**src/rtl/prc_pkg.sv**
```systemverilog
// constants and types for the pseudo-static ram configuration block
// assumes a single 100 MHz clock; all times are converted to cycles here
package prc_pkg;

    ////////////////////////////////////////////////////////////////////////
    // clock and timing
    localparam int PRC_CLK_PERIOD_NS = 10;
    localparam int PRC_T_CE_EXIT_NS = 10000;
    localparam int PRC_T_INIT_NS = 150000;
    // least times, rounded up to whole cycles
    localparam int PRC_CE_EXIT_CYC = (PRC_T_CE_EXIT_NS + PRC_CLK_PERIOD_NS - 1) / PRC_CLK_PERIOD_NS;
    localparam int PRC_INIT_CYC = (PRC_T_INIT_NS + PRC_CLK_PERIOD_NS - 1) / PRC_CLK_PERIOD_NS;
    localparam int PRC_CE_CNT_W = 10;
    localparam int PRC_INIT_CNT_W = 16;

    ////////////////////////////////////////////////////////////////////////
    // register selection: config_register_enable path (address bits 19:18)
    localparam logic [1:0] PRC_SEL_REFRESH = 2'h0;
    localparam logic [1:0] PRC_SEL_IDENT = 2'h1;
    localparam logic [1:0] PRC_SEL_BUS = 2'h2;
    // software sequence path (third-cycle code)
    localparam logic [15:0] PRC_SW_REFRESH = 16'h0000;
    localparam logic [15:0] PRC_SW_IDENT = 16'h0002;
    localparam logic [15:0] PRC_SW_BUS = 16'h0001;

    ////////////////////////////////////////////////////////////////////////
    // bus_configuration fields
    localparam int PRC_BUS_SYNC_BIT = 15;
    localparam int PRC_BUS_FIXED_BIT = 14;
    localparam int PRC_BUS_LAT_LSB = 11;
    localparam logic [15:0] PRC_BUS_RESET = 16'h1D10;

    // latency codes
    localparam logic [2:0] PRC_LAT_C2 = 3'h2;
    localparam logic [2:0] PRC_LAT_C3 = 3'h3;
    localparam logic [2:0] PRC_LAT_C4 = 3'h4;
    localparam logic [2:0] PRC_LAT_C5 = 3'h5;
    localparam logic [2:0] PRC_LAT_C6 = 3'h6;
    localparam logic [2:0] PRC_LAT_C8 = 3'h0;

    ////////////////////////////////////////////////////////////////////////
    // refresh_configuration fields
    localparam int PRC_REF_SLEEP_BIT = 4;
    localparam int PRC_REF_PSEL_LSB = 0;
    localparam logic [15:0] PRC_REF_RESET = 16'h0010;

    // partial refresh section bounds (word addresses)
    localparam logic [22:0] PRC_ADDR_TOP = 23'h7FFFFF;
    localparam logic [22:0] PRC_ADDR_HALF_END = 23'h3FFFFF;
    localparam logic [22:0] PRC_ADDR_QTR_END = 23'h1FFFFF;
    localparam logic [22:0] PRC_ADDR_EIGHTH_END = 23'h0FFFFF;
    localparam logic [22:0] PRC_ADDR_HALF_BASE = 23'h400000;
    localparam logic [22:0] PRC_ADDR_QTR_BASE = 23'h600000;
    localparam logic [22:0] PRC_ADDR_EIGHTH_BASE = 23'h700000;

    ////////////////////////////////////////////////////////////////////////
    // device_identification fields
    localparam logic PRC_ID_ROW_256 = 1'b1;
    localparam logic [2:0] PRC_ID_DENSITY_128M = 3'h3;
    // arbitrary neutral values, not any real part
    localparam logic [3:0] PRC_ID_VERSION = 4'h3;
    localparam logic [2:0] PRC_ID_GENERATION = 3'h5;
    localparam logic [4:0] PRC_ID_VENDOR = 5'h0B;

    ////////////////////////////////////////////////////////////////////////
    typedef enum logic [1:0] {
        PRC_LAT_IDLE = 2'b00,
        PRC_LAT_COUNT = 2'b01,
        PRC_LAT_DATA = 2'b10
    } prc_lat_state_t;

endpackage

```
**src/rtl/prc_config_regs.sv**
```systemverilog
// Function
// - variable latency codes 2,3,4 decoded
// - refresh collision doubles variable latency
// - first data one cycle after count
// - fixed latency codes 2..6 and 8
// - bus config bit 15 selects synchronous
// - refresh config resets to 0010h
// - refresh config selected by pin or code
// - refresh config reads back as written
// - low three bits choose refreshed fraction
// - partial refresh section bounds per code
// - deep sleep stops all refresh
// - bit 4 low plus ce high sleeps
// - ce low 10us wakes, sets bit 4
// - 150us initialisation after wake
// - registers kept through deep sleep
// - identification register read only, selectable
// - identification fields row, version, density
// - fixed latency ignores refresh collisions
//
// configuration, identification and latency logic of the memory device
// assumes acc_* and burst_* come from same-clock bus logic; the two enables are pins
`timescale 1ns/1ps
module prc_config_regs
    import prc_pkg::*;
#(
    parameter int INIT_CYC = PRC_INIT_CYC
) (
    // clock and reset
    input wire logic clk_i,
    input wire logic reset_i,
    input wire logic clk_en_i,
    // device pins
    input wire logic config_register_enable_i,
    input wire logic chip_enable_n_i,
    // register access from the bus interface
    input wire logic acc_valid_i,
    input wire logic acc_write_i,
    input wire logic acc_sw_i,
    input wire logic [1:0] acc_sel_i,
    input wire logic [15:0] acc_code_i,
    input wire logic [15:0] acc_wdata_i,
    output logic [15:0] acc_rdata_o,
    output logic acc_rvalid_o,
    // burst latency
    input wire logic burst_start_i,
    input wire logic refresh_collision_i,
    output logic first_data_o,
    output logic latency_reserved_o,
    // mode and refresh status
    output logic sync_mode_o,
    output logic fixed_latency_o,
    output logic deep_sleep_mode_o,
    output logic init_busy_o,
    output logic refresh_enable_o,
    output logic [22:0] refresh_lo_o,
    output logic [22:0] refresh_hi_o
);

    ////////////////////////////////////////////////////////////////////////
    typedef struct packed {
        logic [15:0] bus_configuration;
        logic [15:0] refresh_configuration;
        logic deep_sleep_mode;
        logic [PRC_CE_CNT_W-1:0] ce_cnt;
        logic [PRC_INIT_CNT_W-1:0] init_cnt;
        logic busy;
        prc_lat_state_t lat_st;
        logic [3:0] lat_cnt;
        logic first_data;
        logic lat_bad;
        logic [15:0] rdata;
        logic rvalid;
        logic [22:0] ref_lo;
        logic [22:0] ref_hi;
        logic ref_en;
    } prc_state_t;

    localparam logic [15:0] ID_VALUE = {PRC_ID_ROW_256, PRC_ID_VERSION, PRC_ID_DENSITY_128M,
                                        PRC_ID_GENERATION, PRC_ID_VENDOR};
    localparam logic [PRC_CE_CNT_W-1:0] CE_EXIT_LAST = PRC_CE_CNT_W'(PRC_CE_EXIT_CYC - 1);

    prc_state_t s_q;
    prc_state_t s_d;

    ////////////////////////////////////////////////////////////////////////
    // pin synchronisers
    logic cfg_en_s;
    logic ce_n_s;

    prc_sync #(.W(1), .RESET_VAL(1'b0)) u_sync_cfg_en (
        .clk_i(clk_i),
        .reset_i(reset_i),
        .clk_en_i(clk_en_i),
        .async_i(config_register_enable_i),
        .sync_o(cfg_en_s)
    );

    // ce idles high (deselected) through reset
    prc_sync #(.W(1), .RESET_VAL(1'b1)) u_sync_ce (
        .clk_i(clk_i),
        .reset_i(reset_i),
        .clk_en_i(clk_en_i),
        .async_i(chip_enable_n_i),
        .sync_o(ce_n_s)
    );

    ////////////////////////////////////////////////////////////////////////
    // register selection
    logic sel_bus;
    logic sel_ref;
    logic sel_id;
    logic acc_ok;

    always_comb begin
        // writes are ignored and reads answer 0000h while asleep; ce is high then anyway
        acc_ok = acc_valid_i && !s_q.deep_sleep_mode;
        if (acc_sw_i) begin
            sel_ref = acc_ok && (acc_code_i == PRC_SW_REFRESH);
            sel_id = acc_ok && (acc_code_i == PRC_SW_IDENT);
            sel_bus = acc_ok && (acc_code_i == PRC_SW_BUS);
        end else begin
            sel_ref = acc_ok && cfg_en_s && (acc_sel_i == PRC_SEL_REFRESH);
            sel_id = acc_ok && cfg_en_s && (acc_sel_i == PRC_SEL_IDENT);
            sel_bus = acc_ok && cfg_en_s && (acc_sel_i == PRC_SEL_BUS);
        end
    end

    ////////////////////////////////////////////////////////////////////////
    // latency decode
    logic [2:0] lat_code;
    logic fixed_mode;
    logic [3:0] lat_n;
    logic lat_rsv;
    logic start_ok;

    always_comb begin
        lat_code = s_q.bus_configuration[PRC_BUS_LAT_LSB +: 3];
        fixed_mode = s_q.bus_configuration[PRC_BUS_FIXED_BIT];
        lat_rsv = 1'b0;
        lat_n = 4'h3;
        if (fixed_mode) begin
            case (lat_code)
                PRC_LAT_C2: lat_n = 4'h2;
                PRC_LAT_C3: lat_n = 4'h3;
                PRC_LAT_C4: lat_n = 4'h4;
                PRC_LAT_C5: lat_n = 4'h5;
                PRC_LAT_C6: lat_n = 4'h6;
                PRC_LAT_C8: lat_n = 4'h8;
                default: lat_rsv = 1'b1;
            endcase
        end else begin
            case (lat_code)
                PRC_LAT_C2: lat_n = 4'h2;
                PRC_LAT_C3: lat_n = 4'h3;
                PRC_LAT_C4: lat_n = 4'h4;
                default: lat_rsv = 1'b1;
            endcase
        end
        // bursts only in synchronous mode and never during initialisation
        start_ok = burst_start_i && s_q.bus_configuration[PRC_BUS_SYNC_BIT]
                   && !s_q.deep_sleep_mode
                   && (s_q.init_cnt == '0) && (s_q.lat_st == PRC_LAT_IDLE);
    end

    ////////////////////////////////////////////////////////////////////////
    // next state
    logic [2:0] part_sel;

    always_comb begin
        s_d = s_q;
        part_sel = 3'h0;
        s_d.rvalid = 1'b0;
        s_d.first_data = 1'b0;
        if (clk_en_i) begin
            // register writes; identification ignores writes
            if (sel_bus && acc_write_i) begin
                s_d.bus_configuration = acc_wdata_i;
            end
            if (sel_ref && acc_write_i) begin
                s_d.refresh_configuration = acc_wdata_i;
            end
            if (acc_valid_i && !acc_write_i) begin
                s_d.rvalid = 1'b1;
                s_d.rdata = sel_bus ? s_q.bus_configuration
                          : sel_ref ? s_q.refresh_configuration
                          : sel_id ? ID_VALUE : 16'h0000;
            end

            // decrement first so a wake restarts the full initialisation
            if (s_q.init_cnt != '0) begin
                s_d.init_cnt = s_q.init_cnt - 1'b1;
            end
            // deep sleep entry and exit; registers untouched here but bit 4
            if (!s_q.deep_sleep_mode) begin
                s_d.ce_cnt = '0;
                if (!s_q.refresh_configuration[PRC_REF_SLEEP_BIT] && ce_n_s) begin
                    s_d.deep_sleep_mode = 1'b1;
                end
            end else if (ce_n_s) begin
                s_d.ce_cnt = '0;
            end else if (s_q.ce_cnt == CE_EXIT_LAST) begin
                s_d.deep_sleep_mode = 1'b0;
                s_d.refresh_configuration[PRC_REF_SLEEP_BIT] = 1'b1;
                s_d.init_cnt = PRC_INIT_CNT_W'(INIT_CYC);
                s_d.ce_cnt = '0;
            end else begin
                s_d.ce_cnt = s_q.ce_cnt + 1'b1;
            end
            s_d.busy = (s_d.init_cnt != '0);

            // latency counter
            case (s_q.lat_st)
                PRC_LAT_IDLE: begin
                    if (start_ok) begin
                        s_d.lat_st = PRC_LAT_COUNT;
                        s_d.lat_bad = lat_rsv;
                        // fixed mode already covers worst-case collisions
                        if (!fixed_mode && refresh_collision_i) begin
                            s_d.lat_cnt = {lat_n[2:0], 1'b0};
                        end else begin
                            s_d.lat_cnt = lat_n;
                        end
                    end
                end
                PRC_LAT_COUNT: begin
                    if (s_q.lat_cnt == 4'h0) begin
                        s_d.lat_st = PRC_LAT_DATA;
                        s_d.first_data = 1'b1;
                    end else begin
                        s_d.lat_cnt = s_q.lat_cnt - 1'b1;
                    end
                end
                PRC_LAT_DATA: begin
                    s_d.lat_st = PRC_LAT_IDLE;
                end
                default: begin
                    s_d.lat_st = PRC_LAT_IDLE;
                end
            endcase

            // refresh section follows the next register value so outputs stay in step
            part_sel = s_d.refresh_configuration[PRC_REF_PSEL_LSB +: 3];
            s_d.ref_en = !s_d.deep_sleep_mode && (part_sel != 3'h4);
            s_d.ref_lo = 23'h000000;
            s_d.ref_hi = PRC_ADDR_TOP;
            case (part_sel)
                3'h0: s_d.ref_hi = PRC_ADDR_TOP;
                3'h1: s_d.ref_hi = PRC_ADDR_HALF_END;
                3'h2: s_d.ref_hi = PRC_ADDR_QTR_END;
                3'h3: s_d.ref_hi = PRC_ADDR_EIGHTH_END;
                3'h4: s_d.ref_hi = 23'h000000;
                3'h5: s_d.ref_lo = PRC_ADDR_HALF_BASE;
                3'h6: s_d.ref_lo = PRC_ADDR_QTR_BASE;
                3'h7: s_d.ref_lo = PRC_ADDR_EIGHTH_BASE;
                default: s_d.ref_hi = PRC_ADDR_TOP;
            endcase
        end else begin
            s_d.rvalid = s_q.rvalid;
            s_d.first_data = s_q.first_data;
        end
    end

    ////////////////////////////////////////////////////////////////////////
    always_ff @(posedge clk_i or posedge reset_i) begin
        if (reset_i) begin
            s_q.bus_configuration <= PRC_BUS_RESET;
            s_q.refresh_configuration <= PRC_REF_RESET;
            s_q.deep_sleep_mode <= 1'b0;
            s_q.ce_cnt <= '0;
            s_q.init_cnt <= '0;
            s_q.busy <= 1'b0;
            s_q.lat_st <= PRC_LAT_IDLE;
            s_q.lat_cnt <= 4'h0;
            s_q.first_data <= 1'b0;
            s_q.lat_bad <= 1'b0;
            s_q.rdata <= 16'h0000;
            s_q.rvalid <= 1'b0;
            s_q.ref_lo <= 23'h000000;
            s_q.ref_hi <= PRC_ADDR_TOP;
            s_q.ref_en <= 1'b1;
        end else begin
            s_q <= s_d;
        end
    end

    ////////////////////////////////////////////////////////////////////////
    // outputs
    assign acc_rdata_o = s_q.rdata;
    assign acc_rvalid_o = s_q.rvalid;
    assign first_data_o = s_q.first_data;
    assign latency_reserved_o = s_q.lat_bad;
    assign sync_mode_o = s_q.bus_configuration[PRC_BUS_SYNC_BIT];
    assign fixed_latency_o = s_q.bus_configuration[PRC_BUS_FIXED_BIT];
    assign deep_sleep_mode_o = s_q.deep_sleep_mode;
    assign init_busy_o = s_q.busy;
    assign refresh_enable_o = s_q.ref_en;
    assign refresh_lo_o = s_q.ref_lo;
    assign refresh_hi_o = s_q.ref_hi;

    logic start_acc;
    assign start_acc = start_ok && clk_en_i;
endmodule // prc_config_regs

```
**src/rtl/prc_sync.sv**
```systemverilog
// two-flop synchroniser for pin inputs
// assumes the pin is asynchronous to clk_i; state freezes while clk_en_i is low
`timescale 1ns/1ps
module prc_sync #(
    parameter int W = 1,
    parameter logic [W-1:0] RESET_VAL = '0
) (
    // clock and reset
    input wire logic clk_i,
    input wire logic reset_i,
    input wire logic clk_en_i,
    // data
    input wire logic [W-1:0] async_i,
    output logic [W-1:0] sync_o
);
    logic [W-1:0] meta_q;
    logic [W-1:0] meta_d;
    logic [W-1:0] sync_q;
    logic [W-1:0] sync_d;

    always_comb begin
        meta_d = clk_en_i ? async_i : meta_q;
        sync_d = clk_en_i ? meta_q : sync_q;
    end

    always_ff @(posedge clk_i or posedge reset_i) begin
        if (reset_i) begin
            meta_q <= RESET_VAL;
            sync_q <= RESET_VAL;
        end else begin
            meta_q <= meta_d;
            sync_q <= sync_d;
        end
    end

    assign sync_o = sync_q;
endmodule // prc_sync

```
**config.mk**
```make
export PLATFORM = sky130hd
export DESIGN_NAME = prc_config_regs
export DESIGN_NICKNAME = d
export VERILOG_FILES = /design/src/rtl/prc_pkg.sv /design/src/rtl/prc_config_regs.sv /design/src/rtl/prc_sync.sv
export SDC_FILE = /design/constraint.sdc
export NUM_CORES = 1
export LEC_CHECK = 0
export ABC_AREA = 1
export BUFFER_PORTS_ARGS = -buffer_cell sky130_fd_sc_hd__buf_2
export CORE_MARGIN = 2
export CORE_UTILIZATION = 25
export DETAILED_ROUTE_END_ITERATION = 6
export GPL_TIMING_DRIVEN = 0
export SYNTH_ARGS = -nofsm -noshare
export SYNTH_HDL_FRONTEND = slang
export SYNTH_SLANG_ARGS = --single-unit
export TNS_END_PERCENT = 50
```
**constraint.sdc**
```tcl
create_clock -name clk_i -period 3.7 [get_ports clk_i]
set_input_delay 0.555 -clock clk_i [delete_from_list [all_inputs] [get_ports clk_i]]
set_output_delay 0.555 -clock clk_i [all_outputs]
set_load 0.02 [all_outputs]
```
Word-level counts from Yosys, hierarchy flattened
Cells that the tools add are included.

$add $sub $neg: 3. Multiply operators: 0. Divide/modulo/power cells: 0. Order comparisons: 0. Eq/ne operators: 23. Shift-type cells: 0. Mux-type cells: 40. Bitwise operators: 0. Reduce and logical (&&, ||, !) cells: 40.

Operators with widths (count): $mux W16 (10); $pmux W23 S4 (1); $pmux W23 S3 (1); $logic_not A16 Y1 (2); $reduce_bool A16 Y1 (2); $mux W11 (2); $eq A3 B3 Y1 const B (7); $mux W10 (2); $pmux W4 S5 (1); $logic_and A1 B1 Y1 (18); $eq A16 B1 Y1 const B (1); $eq A16 B2 Y1 const B (1); $sub A16 B1 Y16 const B (1); $mux W1 (15); $eq A3 B2 Y1 const B (4); $mux W4 (3); $add A10 B1 Y10 const B (1); $eq A10 B10 Y1 const B (1); $pmux W4 S2 (1); $mux W6 (1); $ne A2 B2 Y1 const B (3); $pmux W3 S2 (1); $reduce_and A2 Y1 (3); $reduce_and A3 Y1 (2); 16 further kinds (22).

Flip-flop bits (word level): 136. Latch bits: 0. Memory bits (writable): 0. Memory bits (read-only): 0. Input port bits: 44. Memories kept: 0.

Longest topological paths before layout
Gate-level depths: netlist of the first run.

Depth after elaboration: 11. Gate-level depth with buffers: 15.

Cells and area by module
From an unflattened synthesis of the first run, not the netlist that was laid out.

Cells, all modules: 731. Area total of the unflattened synthesis: 5660.4 sq um.

By module, submodules not included: prc_config_regs (times used 1, cells each 711, area each 5497.8 sq um, seq. area each 2341.0 sq um); prc_sync (u_sync_ce) (times used 1, cells each 10, area each 82.6 sq um, seq. area each 52.6 sq um); prc_sync (u_sync_cfg_en) (times used 1, cells each 10, area each 80.1 sq um, seq. area each 50.0 sq um).

Worst setup path after synthesis of the first run
Ideal clock, no wire load.

Path kind: input to register. Start point: input port acc_code_i[3]. End point: register s_q (netlist bit refresh_enable_o). Setup time: 0.080 ns. Data arrival time: 1.715 ns. Data required time: 3.620 ns. Setup slack: 1.906 ns. Cell stages on the path: 9. Path buffers: 0. Cells stage by stage: or2_4 -> nor3_4 -> nand3_2 -> nand2_2 -> nand2_2 -> o21ai_4 -> nand3_2 -> nand2_4 -> a21boi_2.

Longest elaborated chain between the ends: 8.

RTL lines: start, declared (line prc_config_regs.sv:41) `input wire logic [15:0] acc_code_i,`; $logic_not A16 Y1 (line prc_config_regs.sv:119) `sel_ref = acc_ok && (acc_code_i == PRC_SW_REFRESH);`; $logic_and A1 B1 Y1 (line prc_config_regs.sv:119); $mux W1 (line prc_config_regs.sv:118) `if (acc_sw_i) begin`; $logic_and A1 B1 Y1 (line prc_config_regs.sv:180) `if (sel_ref && acc_write_i) begin`; $mux W16 (line prc_config_regs.sv:180); $mux W16 (line prc_config_regs.sv:175) `if (clk_en_i) begin`; $ne A3 B3 Y1 (line prc_config_regs.sv:244) `s_d.ref_en = !s_d.deep_sleep_mode && (part_sel != 3'h4);`; $logic_and A1 B1 Y1 (line prc_config_regs.sv:244); end, declared (line prc_config_regs.sv:83) `prc_state_t s_q;`.

Every way passes these cells. The select of a mux whose other input is x is not followed. A chain may end at the register's enable or synchronous reset.

Final worst setup path of the first run
Start point: register s_q[73] (netlist bit). End point: register s_q (netlist bit init_busy_o).

Longest elaborated chain between the ends: 7.

RTL lines: $sub A16 B1 Y16 or $reduce_bool A16 Y1 (tied branches) (line prc_config_regs.sv:192, prc_config_regs.sv:191); $mux W16 * (line prc_config_regs.sv:191) `if (s_q.init_cnt != '0) begin`; $mux W16 (line prc_config_regs.sv:202) `end else if (s_q.ce_cnt == CE_EXIT_LAST) begin`; $mux W16 (line prc_config_regs.sv:200) `end else if (ce_n_s) begin`; $mux W16 * (line prc_config_regs.sv:195) `if (!s_q.deep_sleep_mode) begin`; $mux W16 * (line prc_config_regs.sv:175); $reduce_bool A16 Y1 * (line prc_config_regs.sv:210) `s_d.busy = (s_d.init_cnt != '0);`.

Every way passes the cells marked *; elsewhere a longest branch is shown, timed or not. The select of a mux whose other input is x is not followed.

==> impl_metrics.env, run 1 <==
export IMPL_crit_type="reg -> reg"
export IMPL_crit_arrival_ns=2.38
export IMPL_min_path_type="in -> async"
export IMPL_start_util=0.253
export IMPL_hold_violations=0
export IMPL_grt_pass1_wl_um=23500
export IMPL_cts_tree="done"
export IMPL_slew_viol_final=0
export IMPL_leakagePower_uw=0.00351
export IMPL_setup_slack_ns=1.56
export IMPL_ctsResizeCount=0
export IMPL_cp_end_kind="flop"
export IMPL_overflow=0
export IMPL_core_area_mm2=0.0225
export IMPL_final_cells=1164
export IMPL_synth_edf_count=0
export IMPL_path_clk_slew_ns=0.07
export IMPL_layout_common_cells="195 x nand2_1, 97 x buf_2, 84 x dfrtp_1, 83 x inv_1, 72 x nor2_1"
export IMPL_holdWs_ns=0.185
export IMPL_finalInstanceArea_mm2=0.00690
export IMPL_wirelength_um=14400
export IMPL_die_area_mm2=0.0240
export IMPL_synth_flop_cell="dfrtp_1"
export IMPL_rows=55
export IMPL_required_ns=3.94
export IMPL_port_buffers=93
export IMPL_vdd_drop_max_mv=0.336
export IMPL_hold_buffers=0
export IMPL_wl_per_cell_um=12.3
export IMPL_rsz0062_at_grt="false"
export IMPL_antenna_left=0
export IMPL_async_reset_ff_frac=1.00
export IMPL_vias=4956
export IMPL_insertion_delay_ns=0.35
export IMPL_drive_gt1_frac=0.267
export IMPL_cts_buffers=9
export IMPL_drv_cap=0
export IMPL_min_period_over_period=0.579
export IMPL_post_route_min_period_ns=2.14
export IMPL_mostFrequentLayoutCell="nand2_1"
export IMPL_timing_fmax_mhz=467
export IMPL_antenna_found_initial=0
export IMPL_pin_count=114
export IMPL_power_per_cell_area_mw_per_mm2=492
export IMPL_die_h_um=155
export IMPL_max_slew_margin=0.556
export IMPL_cts_setup_buffers=0
export IMPL_htree_levels=3
export IMPL_dpl_cell_area_mm2=0.00661
export IMPL_tightest_slew_ns=0.658
export IMPL_status="finished, final reports clean"
export IMPL_startpoint_type="flop"
export IMPL_gp_congestion=0.855
export IMPL_ys_ff_latch=97
export IMPL_grt_pass1_vias=4638
export IMPL_dp_hpwl_um=10800
export IMPL_nets=923
export IMPL_syn_area_mm2=0.00569
export IMPL_place_inst=1148
export IMPL_path_max_fanout=10
export IMPL_ys_warn_count=0
export IMPL_die_w_um=155
export IMPL_track_usage=0.122
export IMPL_route_detailed_drc=0
export IMPL_setup_viol=0
export IMPL_syn_to_final_growth_pct=21.2
export IMPL_ys_seq_area_frac=0.429
export IMPL_drtPass1Iterations=5
export IMPL_pre_cts_slack_ns=1.41
export IMPL_final_util=0.307
export IMPL_synth_distinct_cells=45
export IMPL_max_clock_path_buffers=2
export IMPL_vias_per_cell=4.26
export IMPL_synth_area_per_cell_um2=7.59
export IMPL_cts_sinks=97
export IMPL_skew_ns=0.00588
export IMPL_antennaDiodeCount=0
export IMPL_syn_inst=750
export IMPL_cts_root_buffer="clkbuf_16"
export IMPL_initialDrtViolationCount=302
export IMPL_grt_max_degree=70
## logic make-up after synthesis
group,after synthesis,share of synthesized area
muxes,1,0.00198
AOI/OAI and AO/OA,116,0.112
buffers and inverters,169,0.159
xor gates and xnor gates,5,0.00770
DFF,97,0.429
and+or+nand+nor,356,0.279
adders and majority gates,5,0.0110
other,1,0.000659
## registers in the layout, summed over array words and instances, names as in the netlist
register              cells
refresh_lo_o              3
refresh_hi_o              4
refresh_enable_o          1
latency_reserved_o        1
first_data_o              1
lat_code                  3
u_sync_ce.meta_q          1
init_busy_o               1
s_q                      59
acc_rvalid_o              1
sync_mode_o               1
deep_sleep_mode_o         1
u_sync_cfg_en.meta_q      1
fixed_latency_o           1
u_sync_ce.sync_o          1
acc_rdata_o              16
u_sync_cfg_en.sync_o      1
## final timing paths
check | start | end | slack, ns | cells after the start
min in group clk_i | chip_enable_n_i | u_sync_ce.meta_q | 0.42 | 3
max in group asynchronous | reset_i | refresh_enable_o | 2.77 | 3
min reg2reg | refresh_hi_o[21] | refresh_hi_o[21] | 0.47 | 2
max reg2reg | s_q[73] | init_busy_o | 1.56 | 14
max | s_q[73] | init_busy_o | 1.56 | 14
min | reset_i | acc_rdata_o[5] | 0.18 | 2
## layout make-up
type / count / area, µm²
tap: 285 / 357
multi-input combinational: 503 / 2420
inverter: 89 / 339
sequential: 97 / 2440
buffer: 80 / 566
clock buffer: 9 / 225
fill: 2401 / 15600
clock inverter: 7 / 60.1
timing repair buffer: 94 / 493
## power breakdown
part           internal [µW]  switching (µW)
clock network            470             444
logic                    411             682
registers               1240             149
total                   2120            1270
## per-stage QoR
stage | setup TNS, ns | power, µW
floorplan | 0 | 2200
global placement | -57.94 | 2480
detailed placement | 0 | 2500
CTS | 0 | 3430
global route | 0 | 3650
finish | 0 | 3390
## layer usage
layer  up-vias  wire length [µm]  track usage
li1       2550                 -            -
met1      2276              6550        0.159
met2       113              6970        0.205
met3        17               632       0.0270
met4         0               222       0.0309
met5         -                 0            0
## worst max-delay path, stage by stage (launching register included)
cell	delay [ns]
dfrtp_1	0.40
inv_1	0.16
ha_1	0.21
nand2_1	0.06
nor2_1	0.17
nand3_2	0.13
buf_6	0.17
nand3_2	0.05
nand2_1	0.08
nor2_1	0.12
nand3_1	0.08
nor2_1	0.18
nand3_1	0.10
nand2_1	0.08
nand2_1	0.05
## synth_stat cells (5+ instances only)
cell,instances,area share
a21oi_1,23,0.020
buf_4,63,0.083
clkbuf_1,10,0.0066
dfrtp_1,84,0.37
dfstp_2,13,0.060
ha_1,5,0.011
inv_1,84,0.055
nand2_1,195,0.13
nand2_2,9,0.0099
nand3_1,41,0.036
nand3_2,6,0.011
nand4_1,10,0.011
nor2_1,72,0.047
nor2_2,7,0.0077
o21ai_0,55,0.048
o21ai_1,20,0.018
(Power assumes the default switching activity.)
==> run 2: changes to the inputs <==
--- a/config.mk
+++ b/config.mk
@@ -5,7 +5,7 @@
 export SDC_FILE = /design/constraint.sdc
 export NUM_CORES = 1
 export LEC_CHECK = 0
-export ABC_AREA = 1
+export ABC_AREA = 0
 export BUFFER_PORTS_ARGS = -buffer_cell sky130_fd_sc_hd__buf_2
 export CORE_MARGIN = 2
 export CORE_UTILIZATION = 25
==> constraint.sdc (replaced) <==
create_clock -name clk_i -period 1.7 [get_ports clk_i]
set_input_delay 0.255 -clock clk_i [delete_from_list [all_inputs] [get_ports clk_i]]
set_output_delay 0.255 -clock clk_i [all_outputs]
set_load 0.02 [all_outputs]
==> impl_metrics.env, run 2 <==
export IMPL_min_path_type="in -> reg"
export IMPL_wl_per_cell_um=14.5
export IMPL_vias_per_cell=4.63
export IMPL_power_frac_comb=0.344
export IMPL_nets=790
export IMPL_skew_ns=0.00876
export IMPL_tightest_slew_ns=0.684
export IMPL_power_per_cell_area_mw_per_mm2=1090
export IMPL_synth_area_leader_cell="dfrtp_1"
export IMPL_synth_flop_cell="dfrtp_1"
export IMPL_drive_gt1_frac=0.481
export IMPL_sw_frac_of_total=0.363
export IMPL_r2r_slack_ns=-0.49
export IMPL_setup_viol=78
export IMPL_vias=4751
export IMPL_holdWs_ns=0.135
export IMPL_core_area_mm2=0.0218
export IMPL_die_w_um=153
export IMPL_violations="setup timing"
export IMPL_startpoint="s_q[74]"
export IMPL_pin_count=114
export IMPL_antenna_found_initial=1
export IMPL_status="complete, but fails checks"
export IMPL_synth_distinct_cells=67
export IMPL_largest_register_ffs=59
export IMPL_timing_fmax_mhz=456
export IMPL_port_buffers=91
export IMPL_overflow=0
export IMPL_drv_cap=0
export IMPL_wirelength_um=14900
export IMPL_slew_viol_final=0
export IMPL_max_clock_path_buffers=2
export IMPL_synth_top_cell_area_share=0.378
export IMPL_finalSetupTns_ns=-22.00
export IMPL_initialDrtViolationCount=255
export IMPL_gp_congestion=0.853
export IMPL_grt_pass1_wl_um=23500
export IMPL_die_h_um=153
export IMPL_dp_hpwl_um=10200
export IMPL_path_clk_slew_ns=0.07
export IMPL_drtPass1Iterations=5
export IMPL_syn_to_final_growth_pct=38.8
export IMPL_cts_tree="done"
export IMPL_syn_inst=573
export IMPL_ys_top_cells_by_area="dfrtp_1 38%, buf_4 8.8%, dfstp_2 6.1%"
export IMPL_p_int_uw=5350
export IMPL_ys_warn_count=0
export IMPL_grt_pass1_vias=4330
export IMPL_hold_violations=0
export IMPL_cts_sinks=97
export IMPL_antenna_left=0
export IMPL_synth_area_per_cell_um2=9.70
export IMPL_rsz0062_at_grt="true"
export IMPL_grt_max_degree=42
export IMPL_startpoint_type="flop"
export IMPL_route_detailed_drc=0
export IMPL_r2r_start="s_q[74]"
export IMPL_synth_most_common_cell="dfrtp_1"
export IMPL_whs_path_depth=2
export IMPL_insertion_delay_ns=0.35
export IMPL_yosys_top_cells_count="84 x dfrtp_1, 65 x buf_4, 61 x nor2_1, 41 x nand2_1, 37 x o21ai_0"
export IMPL_async_reset_ff_frac=1.00
export IMPL_final_util=0.353
export IMPL_crit_arrival_ns=2.42
export IMPL_required_ns=1.92
export IMPL_layout_common_cells="94 x buf_2, 94 x buf_4, 79 x dfrtp_1, 58 x nor2_1, 38 x nand2_1"
export IMPL_ys_seq_area_frac=0.440
export IMPL_vdd_drop_max_mv=0.437
export IMPL_power_share_sequential=0.404
export IMPL_r2r_cells=8
export IMPL_leakagePower_uw=0.00351
export IMPL_p_clk_frac=0.252
export IMPL_htree_levels=3
export IMPL_track_usage=0.123
export IMPL_max_slew_margin=0.544
export IMPL_crit_type="reg -> reg"
export IMPL_ys_ff_latch=97
export IMPL_die_area_mm2=0.0234
export IMPL_n_fill_cell=2166
export IMPL_rows=54
export IMPL_start_util=0.255
export IMPL_cp_end_kind="flop"
export IMPL_critPathCapture="init_busy_o"
export IMPL_cts_root_buffer="clkbuf_16"
export IMPL_syn_area_mm2=0.00556
export IMPL_cts_buffers=9
export IMPL_switchingPower_uw=3050
export IMPL_r2r_end="init_busy_o"
export IMPL_regMostFlops="s_q"
export IMPL_post_route_min_period_ns=2.19
export IMPL_synth_edf_count=0
export IMPL_path_max_fanout=2
export IMPL_min_period_over_period=1.29
export IMPL_power_uw=8390
export IMPL_setup_slack_ns=-0.495
==> run 2: metrics by stage <==
stage	worst slack, ns	std cells	area, µm²
final	-0.495	1027	7710
after global routing	-0.561	1027	7710
after CTS	-0.445	1018	7430
after detailed placement	-0.972	965	6500
after global placement	-0.932	963	6460
after floorplan	-0.434	592	5660
==> run 2: critical path: stages, from the launching register on <==
cell and delay [ns]:
dfrtp_1 0.40, inv_2 0.10, ha_4 0.14, nor4b_4 0.26
nand3b_1 0.15, or3b_4 0.45, xnor2_2 0.15, nor4_2 0.29
a31oi_1 0.13
==> run 2: worst min path at each step <==
stage                             from            endpoint  slack, ns
CTS                    chip_enable_n_i    u_sync_ce.meta_q       0.13
global placement    latency_reserved_o  latency_reserved_o       0.47
floorplan               acc_wdata_i[4]            s_q[104]       0.39
global route           chip_enable_n_i    u_sync_ce.meta_q       0.14
finish                 chip_enable_n_i    u_sync_ce.meta_q       0.13
detailed placement             reset_i             s_q[83]       0.34
==> run 2: kinds of logic after synthesis <==
family                     count (synthesis)  synth area share
AOI/OAI and AO/OA                        123             0.141
buffers and inverters                    103             0.117
muxes                                     41            0.0882
adders and majority gates                  6            0.0131
DFF                                       97             0.440
other                                      1          0.000675
and+or+nand+nor                          189             0.180
xor gates and xnor gates                  13            0.0205
==> run 2: repair_timing <==
item / in CTS / in global routing
hold endpoints to repair: 20 / 0
pin swaps: 29 / 23
gates resized for setup: 77 / 60
buffers inserted: 36 / 9
endpoints found under the setup margin: 109 / 85
cloned: 3 / 1
hold buffers: 1 / 0
==> run 2: per-layer routing <==
layer	track usage	wire length [µm]	vias to the layer above
met3	0.0119	706	15
met1	0.175	6970	2281
met4	0.0560	310	0
met2	0.190	6870	145
met5	0	0	-
li1	-	-	2310
==> run 2: cell type report <==
type | count | area [µm²] | share of cell area
Clock inverter | 5 | 61.3 | 0.00795
Buffer | 81 | 601 | 0.0779
Multi-Input combinational cell | 392 | 2980 | 0.386
Inverter | 17 | 67.6 | 0.00876
Sequential cell | 97 | 2450 | 0.318
Clock buffer | 11 | 243 | 0.0315
Tap cell | 280 | 350 | 0.0454
Antenna cell | 1 | 2.50 | 0.000324
Timing Repair Buffer | 143 | 956 | 0.124
==> run 2: power groups by stage <==
stage                     clock, µW  sequential [µW]  combinational (µW)
final                          2110             3390                2890
after global routing           2210             3460                3180
after CTS                      2150             3370                2710
after detailed placement          0             3320                2370
after global placement            0             3310                2330
after floorplan                   0             3220                1790
